### config.mk
export PLATFORM = sky130hd
export DESIGN_NAME = bma_arbiter
export DESIGN_NICKNAME = d
export VERILOG_FILES = /design/src/rtl/bma_pkg.sv /design/src/rtl/bma_cycle.sv /design/src/rtl/bma_arbiter.sv
export SDC_FILE = /design/constraint.sdc
export NUM_CORES = 1
export LEC_CHECK = 0
export ABC_AREA = 1
export BUFFER_PORTS_ARGS = -buffer_cell sky130_fd_sc_hd__buf_2
export CAP_MARGIN = 25
export CORE_UTILIZATION = 40
export DETAILED_ROUTE_END_ITERATION = 12
export GPL_ROUTABILITY_DRIVEN = 0
export PLACE_DENSITY = 0.69
export SLEW_MARGIN = 10
export SYNTH_ARGS = -nofsm -noshare
export SYNTH_HDL_FRONTEND = slang
export SYNTH_SLANG_ARGS = --single-unit
export TNS_END_PERCENT = 100
### constraint.sdc
create_clock -name CLK -period 1.55 [get_ports CLK]
set_input_delay 0.155 -clock CLK [delete_from_list [all_inputs] [get_ports CLK]]
set_output_delay 0.155 -clock CLK [all_outputs]
set_load 0.05 [all_outputs]
### src/rtl/bma_pkg.sv
/*
 * Shared constants and types for the bus mastership arbiter: bus widths,
 * arbitration and bus-cycle state codes, and the structs carried between
 * the top level and the bus-cycle engine.
 * Assumes one 20 MHz system clock and a synchronous active-low reset.
 */
package bma_pkg;

    // bus geometry
    localparam int ADDR_W = 22;
    localparam int NARROW_ADDR_W = 20;
    localparam int DATA_W = 8;
    localparam logic [ADDR_W-1:0] NARROW_MASK = 22'h0F_FFFF;

    // clock figures, kept for reference by timing users
    localparam int CLK_PERIOD_NS = 50;

    // arbitration states
    typedef enum logic [1:0] {
        BMA_OWN = 2'b00,
        BMA_GRANT = 2'b01,
        BMA_TAKEN = 2'b10
    } bma_arb_st_t;

    // bus-cycle engine states
    typedef enum logic [1:0] {
        BMA_IDLE = 2'b00,
        BMA_WAIT = 2'b01,
        BMA_END = 2'b10
    } bma_cyc_st_t;

    // one access request from the processor core
    typedef struct packed {
        logic req;
        logic we;
        logic [ADDR_W-1:0] addr;
        logic [DATA_W-1:0] wdata;
    } bma_core_req_t;

    // bus-cycle engine state
    typedef struct packed {
        bma_cyc_st_t st;
        logic as_n;
        logic rw;
        logic [ADDR_W-1:0] addr;
        logic [DATA_W-1:0] wdata;
        logic data_oe_n;
        logic [DATA_W-1:0] rdata;
        logic done;
    } bma_cyc_t;

    // arbiter state
    typedef struct packed {
        bma_arb_st_t st;
        logic three_wire;
        logic grant_n;
        logic released;
    } bma_arb_t;

    localparam bma_cyc_t CYC_RST = '{
        st: BMA_IDLE, as_n: 1'b1, rw: 1'b1, addr: '0, wdata: '0,
        data_oe_n: 1'b1, rdata: '0, done: 1'b0};

    localparam bma_arb_t ARB_RST = '{
        st: BMA_OWN, three_wire: 1'b0, grant_n: 1'b1, released: 1'b0};

endpackage

### src/rtl/bma_cycle.sv
/*
 * Bus-cycle engine: runs one non-multiplexed read or write cycle on the
 * external 8-bit data bus, ended by the transfer acknowledge input.
 * Assumes the caller only starts a cycle while the processor owns the bus.
 */
`timescale 1ns/100ps
`default_nettype none

module bma_cycle (
    input wire logic clk,
    input wire logic rst_n,
    input wire logic start,
    input var bma_pkg::bma_core_req_t core,
    input wire logic transfer_acknowledge_n,
    input wire logic [bma_pkg::DATA_W-1:0] data_in,
    output var bma_pkg::bma_cyc_t cyc
);

    bma_pkg::bma_cyc_t cyc_r;
    bma_pkg::bma_cyc_t cyc_nxt;

    // next-state logic of one bus cycle
    always_comb begin
        cyc_nxt = cyc_r;
        cyc_nxt.done = 1'b0;
        unique case (cyc_r.st)
            bma_pkg::BMA_IDLE: begin
                if (start) begin
                    cyc_nxt.st = bma_pkg::BMA_WAIT;
                    cyc_nxt.as_n = 1'b0;
                    cyc_nxt.rw = ~core.we;
                    cyc_nxt.addr = core.addr;
                    cyc_nxt.wdata = core.wdata;
                    cyc_nxt.data_oe_n = ~core.we;
                end
            end
            bma_pkg::BMA_WAIT: begin
                if (!transfer_acknowledge_n) begin
                    cyc_nxt.st = bma_pkg::BMA_END;
                    cyc_nxt.as_n = 1'b1;
                    cyc_nxt.data_oe_n = 1'b1;
                    cyc_nxt.done = 1'b1;
                    if (cyc_r.rw) begin
                        cyc_nxt.rdata = data_in;
                    end
                end
            end
            bma_pkg::BMA_END: begin
                // wait for the slave to let go of acknowledge
                if (transfer_acknowledge_n) begin
                    cyc_nxt.st = bma_pkg::BMA_IDLE;
                    cyc_nxt.rw = 1'b1;
                end
            end
            default: begin
                cyc_nxt = bma_pkg::CYC_RST;
            end
        endcase
    end

    // state register
    always_ff @(posedge clk) begin
        if (!rst_n) begin
            cyc_r <= bma_pkg::CYC_RST;
        end else begin
            cyc_r <= cyc_nxt;
        end
    end

    assign cyc = cyc_r;

endmodule

`default_nettype wire

### src/rtl/bma_arbiter.sv
/*
 * Bus mastership arbiter of an 8-bit-data-bus processor: request, grant
 * and taken handshake in three-wire form, or request and grant only in
 * the reduced two-wire form, plus the bus drivers that it releases.
 * Assumes all pins are synchronous to CLK and that the configuration
 * strap is steady while RST_N is low.
 */
`timescale 1ns/100ps
`default_nettype none

module bma_arbiter (
    input wire logic CLK,
    input wire logic RST_N,
    input wire logic CFG_THREE_WIRE,
    input var bma_pkg::bma_core_req_t CORE_REQ,
    output logic CORE_DONE,
    output logic [bma_pkg::DATA_W-1:0] CORE_RDATA,
    input wire logic MASTERSHIP_REQUEST_N,
    input wire logic MASTERSHIP_TAKEN_N,
    output logic MASTERSHIP_GRANT_N,
    output logic [bma_pkg::ADDR_W-1:0] ADDR,
    output logic AS_N,
    output logic RW,
    output logic CTRL_OE_N,
    input wire logic TRANSFER_ACKNOWLEDGE_N,
    input wire logic [bma_pkg::DATA_W-1:0] DATA_IN,
    output logic [bma_pkg::DATA_W-1:0] DATA_OUT,
    output logic DATA_OE_N
);

    bma_pkg::bma_arb_t arb_r;
    bma_pkg::bma_arb_t arb_nxt;
    bma_pkg::bma_cyc_t cyc;
    bma_pkg::bma_core_req_t core_m;
    logic req;
    logic taken;
    logic busy;
    logic start;

    // request is wired-OR outside; taken only exists in three-wire form
    assign req = ~MASTERSHIP_REQUEST_N;
    assign taken = arb_r.three_wire & ~MASTERSHIP_TAKEN_N;
    assign busy = (cyc.st != bma_pkg::BMA_IDLE);

    // new cycles only while we own the bus and nobody asks for it
    assign start = CORE_REQ.req & (arb_r.st == bma_pkg::BMA_OWN)
        & ~req & ~taken & ~busy;

    // reduced form has no upper address pins: drive them low
    always_comb begin
        core_m = CORE_REQ;
        if (!arb_r.three_wire) begin
            core_m.addr = CORE_REQ.addr & bma_pkg::NARROW_MASK;
        end
    end

    // arbitration next state
    always_comb begin
        arb_nxt = arb_r;
        unique case (arb_r.st)
            bma_pkg::BMA_OWN: begin
                arb_nxt.released = 1'b0;
                if (taken) begin
                    arb_nxt.st = bma_pkg::BMA_TAKEN;
                    arb_nxt.grant_n = 1'b1;
                end else if (req) begin
                    arb_nxt.st = bma_pkg::BMA_GRANT;
                    arb_nxt.grant_n = 1'b0;
                end
            end
            bma_pkg::BMA_GRANT: begin
                // let go of the bus only after the running cycle
                if (!busy) begin
                    arb_nxt.released = 1'b1;
                end
                if (taken) begin
                    arb_nxt.st = bma_pkg::BMA_TAKEN;
                    arb_nxt.grant_n = 1'b1;
                    arb_nxt.released = 1'b1;
                end else if (!req) begin
                    arb_nxt.st = bma_pkg::BMA_OWN;
                    arb_nxt.grant_n = 1'b1;
                    arb_nxt.released = 1'b0;
                end
            end
            bma_pkg::BMA_TAKEN: begin
                arb_nxt.grant_n = 1'b1;
                arb_nxt.released = 1'b1;
                if (!taken && !req) begin
                    arb_nxt.st = bma_pkg::BMA_OWN;
                    arb_nxt.released = 1'b0;
                end
            end
            default: begin
                arb_nxt.st = bma_pkg::BMA_OWN;
                arb_nxt.grant_n = 1'b1;
                arb_nxt.released = 1'b0;
            end
        endcase
    end

    // state register; strap caught while reset is held
    always_ff @(posedge CLK) begin
        if (!RST_N) begin
            arb_r <= bma_pkg::ARB_RST;
            arb_r.three_wire <= CFG_THREE_WIRE;
        end else begin
            arb_r <= arb_nxt;
        end
    end

    bma_cycle u_cycle (
        .clk(CLK),
        .rst_n(RST_N),
        .start(start),
        .core(core_m),
        .transfer_acknowledge_n(TRANSFER_ACKNOWLEDGE_N),
        .data_in(DATA_IN),
        .cyc(cyc)
    );

    // pins and core answers
    assign MASTERSHIP_GRANT_N = arb_r.grant_n;
    assign ADDR = cyc.addr;
    assign AS_N = cyc.as_n;
    assign RW = cyc.rw;
    assign CTRL_OE_N = arb_r.released;
    assign DATA_OUT = cyc.wdata;
    assign DATA_OE_N = cyc.data_oe_n;
    assign CORE_DONE = cyc.done;
    assign CORE_RDATA = cyc.rdata;
endmodule

`default_nettype wire

==> results summary, run 1 <==
The flow ran to the end, and the final reports show no timing, DRC or antenna violations. The number of fill cells came out at 635. The required time at the endpoint of the critical path is roughly 1.8 ns.

The final route contains about 2.3k vias. The detailed-route DRC error count came out at 0. The final worst clock skew is approximately 0.011 ns. The total power is just under 6 mW. The startpoint kind of the worst setup timing path is a flip-flop. The starting utilization of the core area came out at a little over two fifths.

The async set-reset flop share out of synthesis came out at 0%. The max-capacitance violation count came out at 0. Clock tree synthesis inserted a total of 5 buffers. The min-delay analysis places its worst path in the category input pin to flip-flop.

The number of unique standard cell types used by synthesis is 27. The ratio of cells with drive above 1 in the final layout came out at between 30% and 40%. STA classifies the critical path endpoint as a flip-flop.

In the synthesized netlist the dominant register cell turns out to be dfxtp_1. The worst slack at placement came out at between 0.02 and 0.025 ns. During I/O placement, the number of pins put on the boundary was 90. The final hold slack came out at 0.06202 ns. The critical path is of the flip-flop to flip-flop type. Dividing the detail-routed wire length by the instance count gives ~12 um.

The cell area power density is between 1500 and 2000 nW/um2. The final clock period utilization by the worst path is 97.60%. The number of global-route vias before repair came out at between 1.5k and 2k. The post-synthesis register bit count is just under 50. The top cell types in the final layout, fill and taps aside, are buf_2, nand2_1, dfxtp_1, nand3_1. The final instance count without filler cells came out at approximately 480. Sequential cells were found to cover 38.58% of the synthesized design area. For this run the aggregate overflow at the end of global routing stands at 0. The most common library cell in the layout ignoring fill and taps is buf_2. During placement, the flow inserted port buffers numbering a little under 90.

The worst path meets setup with roughly 0.037 ns of slack. The post-DP HPWL is 3902 um. The maximum frequency from static timing analysis came out at 661.0 MHz. Counting along the longest clock path gives a buffer depth of 2. The area enclosed by the die boundary is approximately 6700 um2. The final-report max-slew violation count is 0. The largest voltage drop on the vdd net is around 920 uV.

The placement row count came out at 28. The wire length of the first global-routing pass came out at between 8000 and 9000 um. Measured against its own limit, the worst slew margin works out to 75.47%. The die is between 80 and 90 um wide. The number of nets in the synthesized netlist is 402.

For the pin with the worst max-slew slack, the measured transition is 0.3675 ns. The number of warnings reported in the yosys synthesis log is 0. The end-of-flow core utilization came out at approximately 51%.

The worst-skew pair later-pin latency is 0.30 ns. The cell leakage power is 1.571 nW. The signed area change from the synthesized netlist to the final layout is 21.19%. The initial DRC count is 102.

The clock drives 49 sinks. The number of enable flip-flop cells after synthesis is 1. The cell count after placement came out at roughly 470. Global routing used around 17% of the available tracks across all layers.

Data arrives at the worst endpoint at roughly 1.7 ns. After technology mapping, the gate count stands at about 350. In this run the worst path has a maximum fanout of 17. The number of search-and-repair iterations in the first detailed-routing pass is 4.

The final count of negative-setup-slack endpoints came out at 0. The antenna diode count is 0. The pin count of the biggest net entering global routing is 39. In this run the standard cell core region covers around 6100 um2. The initial antenna violation count came out at 0. TritonCTS built the clock tree. The final count of hold timing violations is 0. The H-tree depth reported by CTS came out at 2.

Clock tree synthesis selected as its root buffer the cell clkbuf_8. The post-layout minimum cycle time came out at roughly 1.5 ns. The wire length reported by the detailed router is approximately 5900 um. In this run the vertical extent of the chip is 82.14 um.

The detail route stage leaves a number of antenna-violating nets equal to 0. After synthesis, the mean cell area works out to roughly 7.3 um2. The post-synthesis instance area came out at 2569 um2. The post-CTS clock slew at the launch and capture registers of the worst setup and hold paths is 0.10 ns.

In the final design database the tool counted ~460 nets. The detail-routed via count per cell came out at 4.830.
==> flip-flops by register name, indices dropped and copies added (netlist names) <==
name and flops:
arb_nxt 1, arb_r 2, CTRL_OE_N 1, u_cycle.cyc 44, MASTERSHIP_GRANT_N 1
==> metrics by stage <==
stage / setup TNS, ns / instance area [um2]
CTS: 0 / 2925
global placement: 0 / 2791
floorplan: 0 / 2569
finish: 0 / 3113
detailed placement: 0 / 2791
global route: -0.1344 / 3113
==> synth_stat cells (3+ instances only) <==
master | instances | area share (%)
dfxtp_1 | 48 | 37
ha_1 | 4 | 1.9
nand2_1 | 83 | 12
nand3_1 | 46 | 9.0
a21oi_2 | 3 | 1.0
buf_2 | 4 | 0.78
buf_6 | 7 | 3.1
inv_1 | 13 | 1.9
a21oi_1 | 34 | 6.6
buf_4 | 38 | 11
o21ai_0 | 4 | 0.78
o21ai_2 | 3 | 1.0
clkbuf_1 | 10 | 1.5
nor2_1 | 33 | 4.8
nand4_1 | 3 | 0.73
==> final timing paths <==
kind / startpoint / cells after the start / end / slack, ns
worst max-delay path: u_cycle.cyc[43] / 7 / u_cycle.cyc[17] / 0.04
worst min-delay path: MASTERSHIP_REQUEST_N / 2 / arb_r[3] / 0.06
worst max register to register: u_cycle.cyc[43] / 7 / u_cycle.cyc[17] / 0.04
worst min register to register: u_cycle.cyc[9] / 2 / u_cycle.cyc[9] / 0.47
==> worst max-delay path, cell delays in order, from the launching register on <==
cell and delay (ns):
dfxtp_2 0.37, inv_1 0.09, ha_4 0.29, clkinvlp_4 0.11
buf_4 0.17, clkbuf_16 0.17, a21oi_1 0.15, nor2_1 0.05
==> logic make-up after synthesis <==
kind of cell | Yosys count | synth area share, %
flip-flops | 49 | 38.58
AND/OR/NAND/NOR | 178 | 30.83
buffers and inverters | 76 | 18.90
adder cells (fa/ha/maj) | 4 | 1.948
AO/OA/AOI/OAI | 45 | 9.742
==> final cells by class <==
class / instances / area, um2 / area share [%]
Clock buffer: 5 / 68.82 / 2.211
Inverter: 15 / 62.56 / 2.010
Sequential cell: 49 / 993.5 / 31.91
Multi-Input combinational cell: 227 / 1114 / 35.77
Clock inverter: 3 / 65.06 / 2.090
Tap cell: 75 / 93.84 / 3.014
Timing Repair Buffer: 107 / 715.7 / 22.99
==> repair_timing <==
item,4_1_cts,5_1_grt
setup endpoints to repair,0,19
hold buffers,0,1
setup buffers,0,3
resized for setup,0,12
hold endpoints to repair,0,1
==> per-layer routing <==
layer  track usage, %  share of wire (%)  vias up
li1                 -                  -     1202
met1            20.00                 45     1059
met2            28.02                 48       53
met3            3.626                4.8        9
met4            8.947                1.6        0
met5                0                  0        -
==> power breakdown <==
part / switching, mW / internal [mW] / leakage (nW)
combinational: 2.09 / 1.05 / 1.10
sequential: 0.145 / 1.55 / 0.405
clock: 0.443 / 0.641 / 0.0681
total: 2.68 / 3.24 / 1.57
Note: power is estimated with default switching activity, not from simulation.
==> run 2: changes to the inputs <==
Settings changed: SETUP_SLACK_MARGIN set to 0.5.
==> results summary, run 2 (same netlist as run 1, synthesis figures left out) <==
The run finished with clean final reports. Traced cell by cell, the critical path runs through inv_4 > ha_4 > a21oi_4 > nand2_4 > nor2_4 > inv_6 > nand2_1 > a21oi_1. The data arrival time of the critical path came out at around 1.6 ns. The capture point of the critical path is u_cycle.cyc[7]. The cell leakage power came out at approximately 1.8 nW. The initialized floorplan defines 28 standard-cell rows. Dividing the detail-routed wire length by the instance count gives ~15 um. The endpoint of the worst register-to-register path is u_cycle.cyc[7]. For flop-to-flop paths, the worst setup slack is about 0.15 ns.

In the final timing run, aggregate negative setup slack is 0 ns. The measured slew at the worst slew-check pin came out at 0.4649 ns. The maximum fanout count along the critical path came out at 11. The final clock period utilization by the worst path is between 90% and 100%.

Of the cells placed in the final design, the portion with a size suffix greater than 1 is a little over half. In this run the cell area measured after placement is 2942 um2. The number of search-and-repair iterations in the first detailed-routing pass is 4. The register with the most flip-flops in the layout has between 40 and 50 of them. The final count of hold timing violations is 0. After floorplanning, the core was sized to cover 6061 um2. The startpoint kind of the worst setup timing path is a flip-flop. The number of global-route vias before repair is ~2k. The number of cells on the worst reg-to-reg path is 8. Based on the critical path, the design can be clocked at up to 713.9 MHz. The worst stage delay on the critical path came out at around 0.38 ns. Using the TritonRoute via totals, the vias-per-cell ratio works out to slightly above 5. The final count of negative-setup-slack endpoints came out at 0. The worst setup path is captured at a flip-flop.

The top-level port count is 90. The width of the die is between 80 and 90 um. The number of nets in the final layout came out at 469.

The switching power of the nets is roughly 3.4 mW. The die height came out at just over 80 um. Internal power comes to 4.150 mW. The path class of the lowest-slack min-delay path is input pin to flip-flop. In this run the critical register-to-register path is launched from u_cycle.cyc[43]. The clock tree from TritonCTS is done. The antenna diode count came out at 0. The signed area change from the synthesized netlist to the final layout is 56.89%. Setup repair after global routing could not meet its margin everywhere. The wire length of the first global-routing pass came out at about 9000 um.

The library cell used most frequently in the layout, excluding fill and tap cells, is nand2_1. The count of vias placed by the detailed router came out at around 2.5k. The H-tree depth reported by CTS is 2. The number of buffers inserted for hold repair after clock tree synthesis came out at 0. The final-report max-slew violation count came out at 0. The max-capacitance violation count is 0. The remaining global-route overflow came out at 0. The later pin in the worst-skew pair is clocked with a latency of about 0.3 ns. The deepest clock path buffer count came out at 2. The initial DRC count is 61. The origin of the worst setup path is u_cycle.cyc[43]. The total clock buffers created by CTS came out at 5. Global routing consumed, over all layers together, between 10% and 20% of the routing resources.

The area enclosed by the die boundary is between 6000 and 7000 um2. The post-CTS clock slew at the launch and capture registers of the worst setup and hold paths came out at 0.10 ns. The number of nets with antenna violations after detailed routing is 0. The pin count of the biggest net entering global routing came out at 25. The clock root buffer master is clkbuf_8. Summing internal, switching and leakage power gives 7.505 mW. The final worst clock skew is 0.004923 ns. For this block, the routed nets add up to 7535 um of wire.

For this design, the slowest cell found on the critical path is dfxtp_2. Dividing total power by cell area gives a power density of roughly 1900 nW/um2. STA puts the critical path data required time at ~1.7 ns. The post-layout minimum cycle time came out at between 1 and 1.5 ns. The detailed-route DRC error count came out at 0.

The top cell types in the final layout, fill and taps aside, are nand2_1, buf_2, dfxtp_1, nor2_1, buf_6. The part of the power in registers is between 20% and 30%. The clock sink count is 49. Of the total power, combinational logic draws 62.6%. The least setup slack across all paths after layout came out at roughly 0.15 ns.

The clock share of power is around an eighth. The final non-filler cell area came out at just over 4000 um2. The setup path with the least slack is of type flip-flop to flip-flop. The initial utilization of the core area, before any placement, comes to a little over two fifths. Across the VDD grid, the largest voltage drop is 1122 uV. The switching portion of total power came out at 44.70%. The worst max-slew margin expressed relative to the limit is around 70%.

The initial antenna violation count is 0. The number of I/O port buffers came out at 89. The worst slack at placement is between 0.09 and 0.1 ns. The HPWL after detailed placement is about 3700 um.
[run 2: cell types whose count changed in the layout (fill, tap and decap cells not counted), sizes merged]
cell,change
buf,+5
bufinv,-1
inv,+1
dlygate4sd3,-1
clkbuf,+10
clkinvlp,-1
nand2,+1
[run 2: final cells by class]
type	count	area [um2]
Timing Repair inverter	1	8.758
Timing Repair Buffer	119	1236
Sequential cell	49	1007
Clock inverter	1	30.03
Multi-Input combinational cell	228	1486
Inverter	15	81.33
Fill cell	493	2031
Clock buffer	7	86.33
Tap cell	75	93.84
[run 2: worst min path at each step]
stage                    startpoint          to  slack [ns]  depth (start not counted)
6_report             CFG_THREE_WIRE  arb_nxt[2]        0.02                          1
5_1_grt              CFG_THREE_WIRE  arb_nxt[2]        0.01                          1
4_1_cts              CFG_THREE_WIRE  arb_nxt[2]        0.02                          1
3_5_place_dp         CFG_THREE_WIRE  arb_nxt[2]        0.33                          1
3_3_place_gp         CFG_THREE_WIRE  arb_nxt[2]        0.33                          1
2_1_floorplan  MASTERSHIP_REQUEST_N    arb_r[3]        0.23                          1
[run 2: repair_timing]
action	4_1_cts	5_1_grt
setup buffers	1	4
hold endpoints to repair	0	0
gates resized for setup	57	90
pin swaps	2	63
cloned	3	16
setup endpoints to repair	88	73
[run 2: routing by layer]
layer	part of all wire [%]	track usage, %
met5	0	0
met1	43	23.08
met2	52	30.08
met4	0.45	3.333
met3	4.8	3.846
[run 2: power groups by stage]
stage | registers (mW) | clock network, mW | logic (mW)
global route | 1.87 | 1.03 | 4.95
floorplan | 1.85 | 0 | 2.86
global placement | 1.77 | 0 | 2.97
finish | 1.83 | 0.972 | 4.70
detailed placement | 1.77 | 0 | 3.02
CTS | 1.76 | 0.987 | 3.46
[run 2: worst max-delay path: cells and delay by family (launching register included)]
family | cells | cell delay [ns]
flip-flops | 1 | 0.38
AND/OR/NAND/NOR | 3 | 0.31
AO/OA/AOI/OAI | 2 | 0.25
adder cells (fa/ha/maj) | 1 | 0.18
buffers and inverters | 2 | 0.15
[run 2: per-stage QoR]
stage          utilization, %  std cells  hold slack [ns]
4_1_cts                 54.29        475          0.01605
3_3_place_gp            48.53        463           0.3341
5_1_grt                 66.49        495          0.01305
6_report                66.49        495          0.02406
2_1_floorplan               -        352           0.2322
3_5_place_dp            48.53        463           0.3331
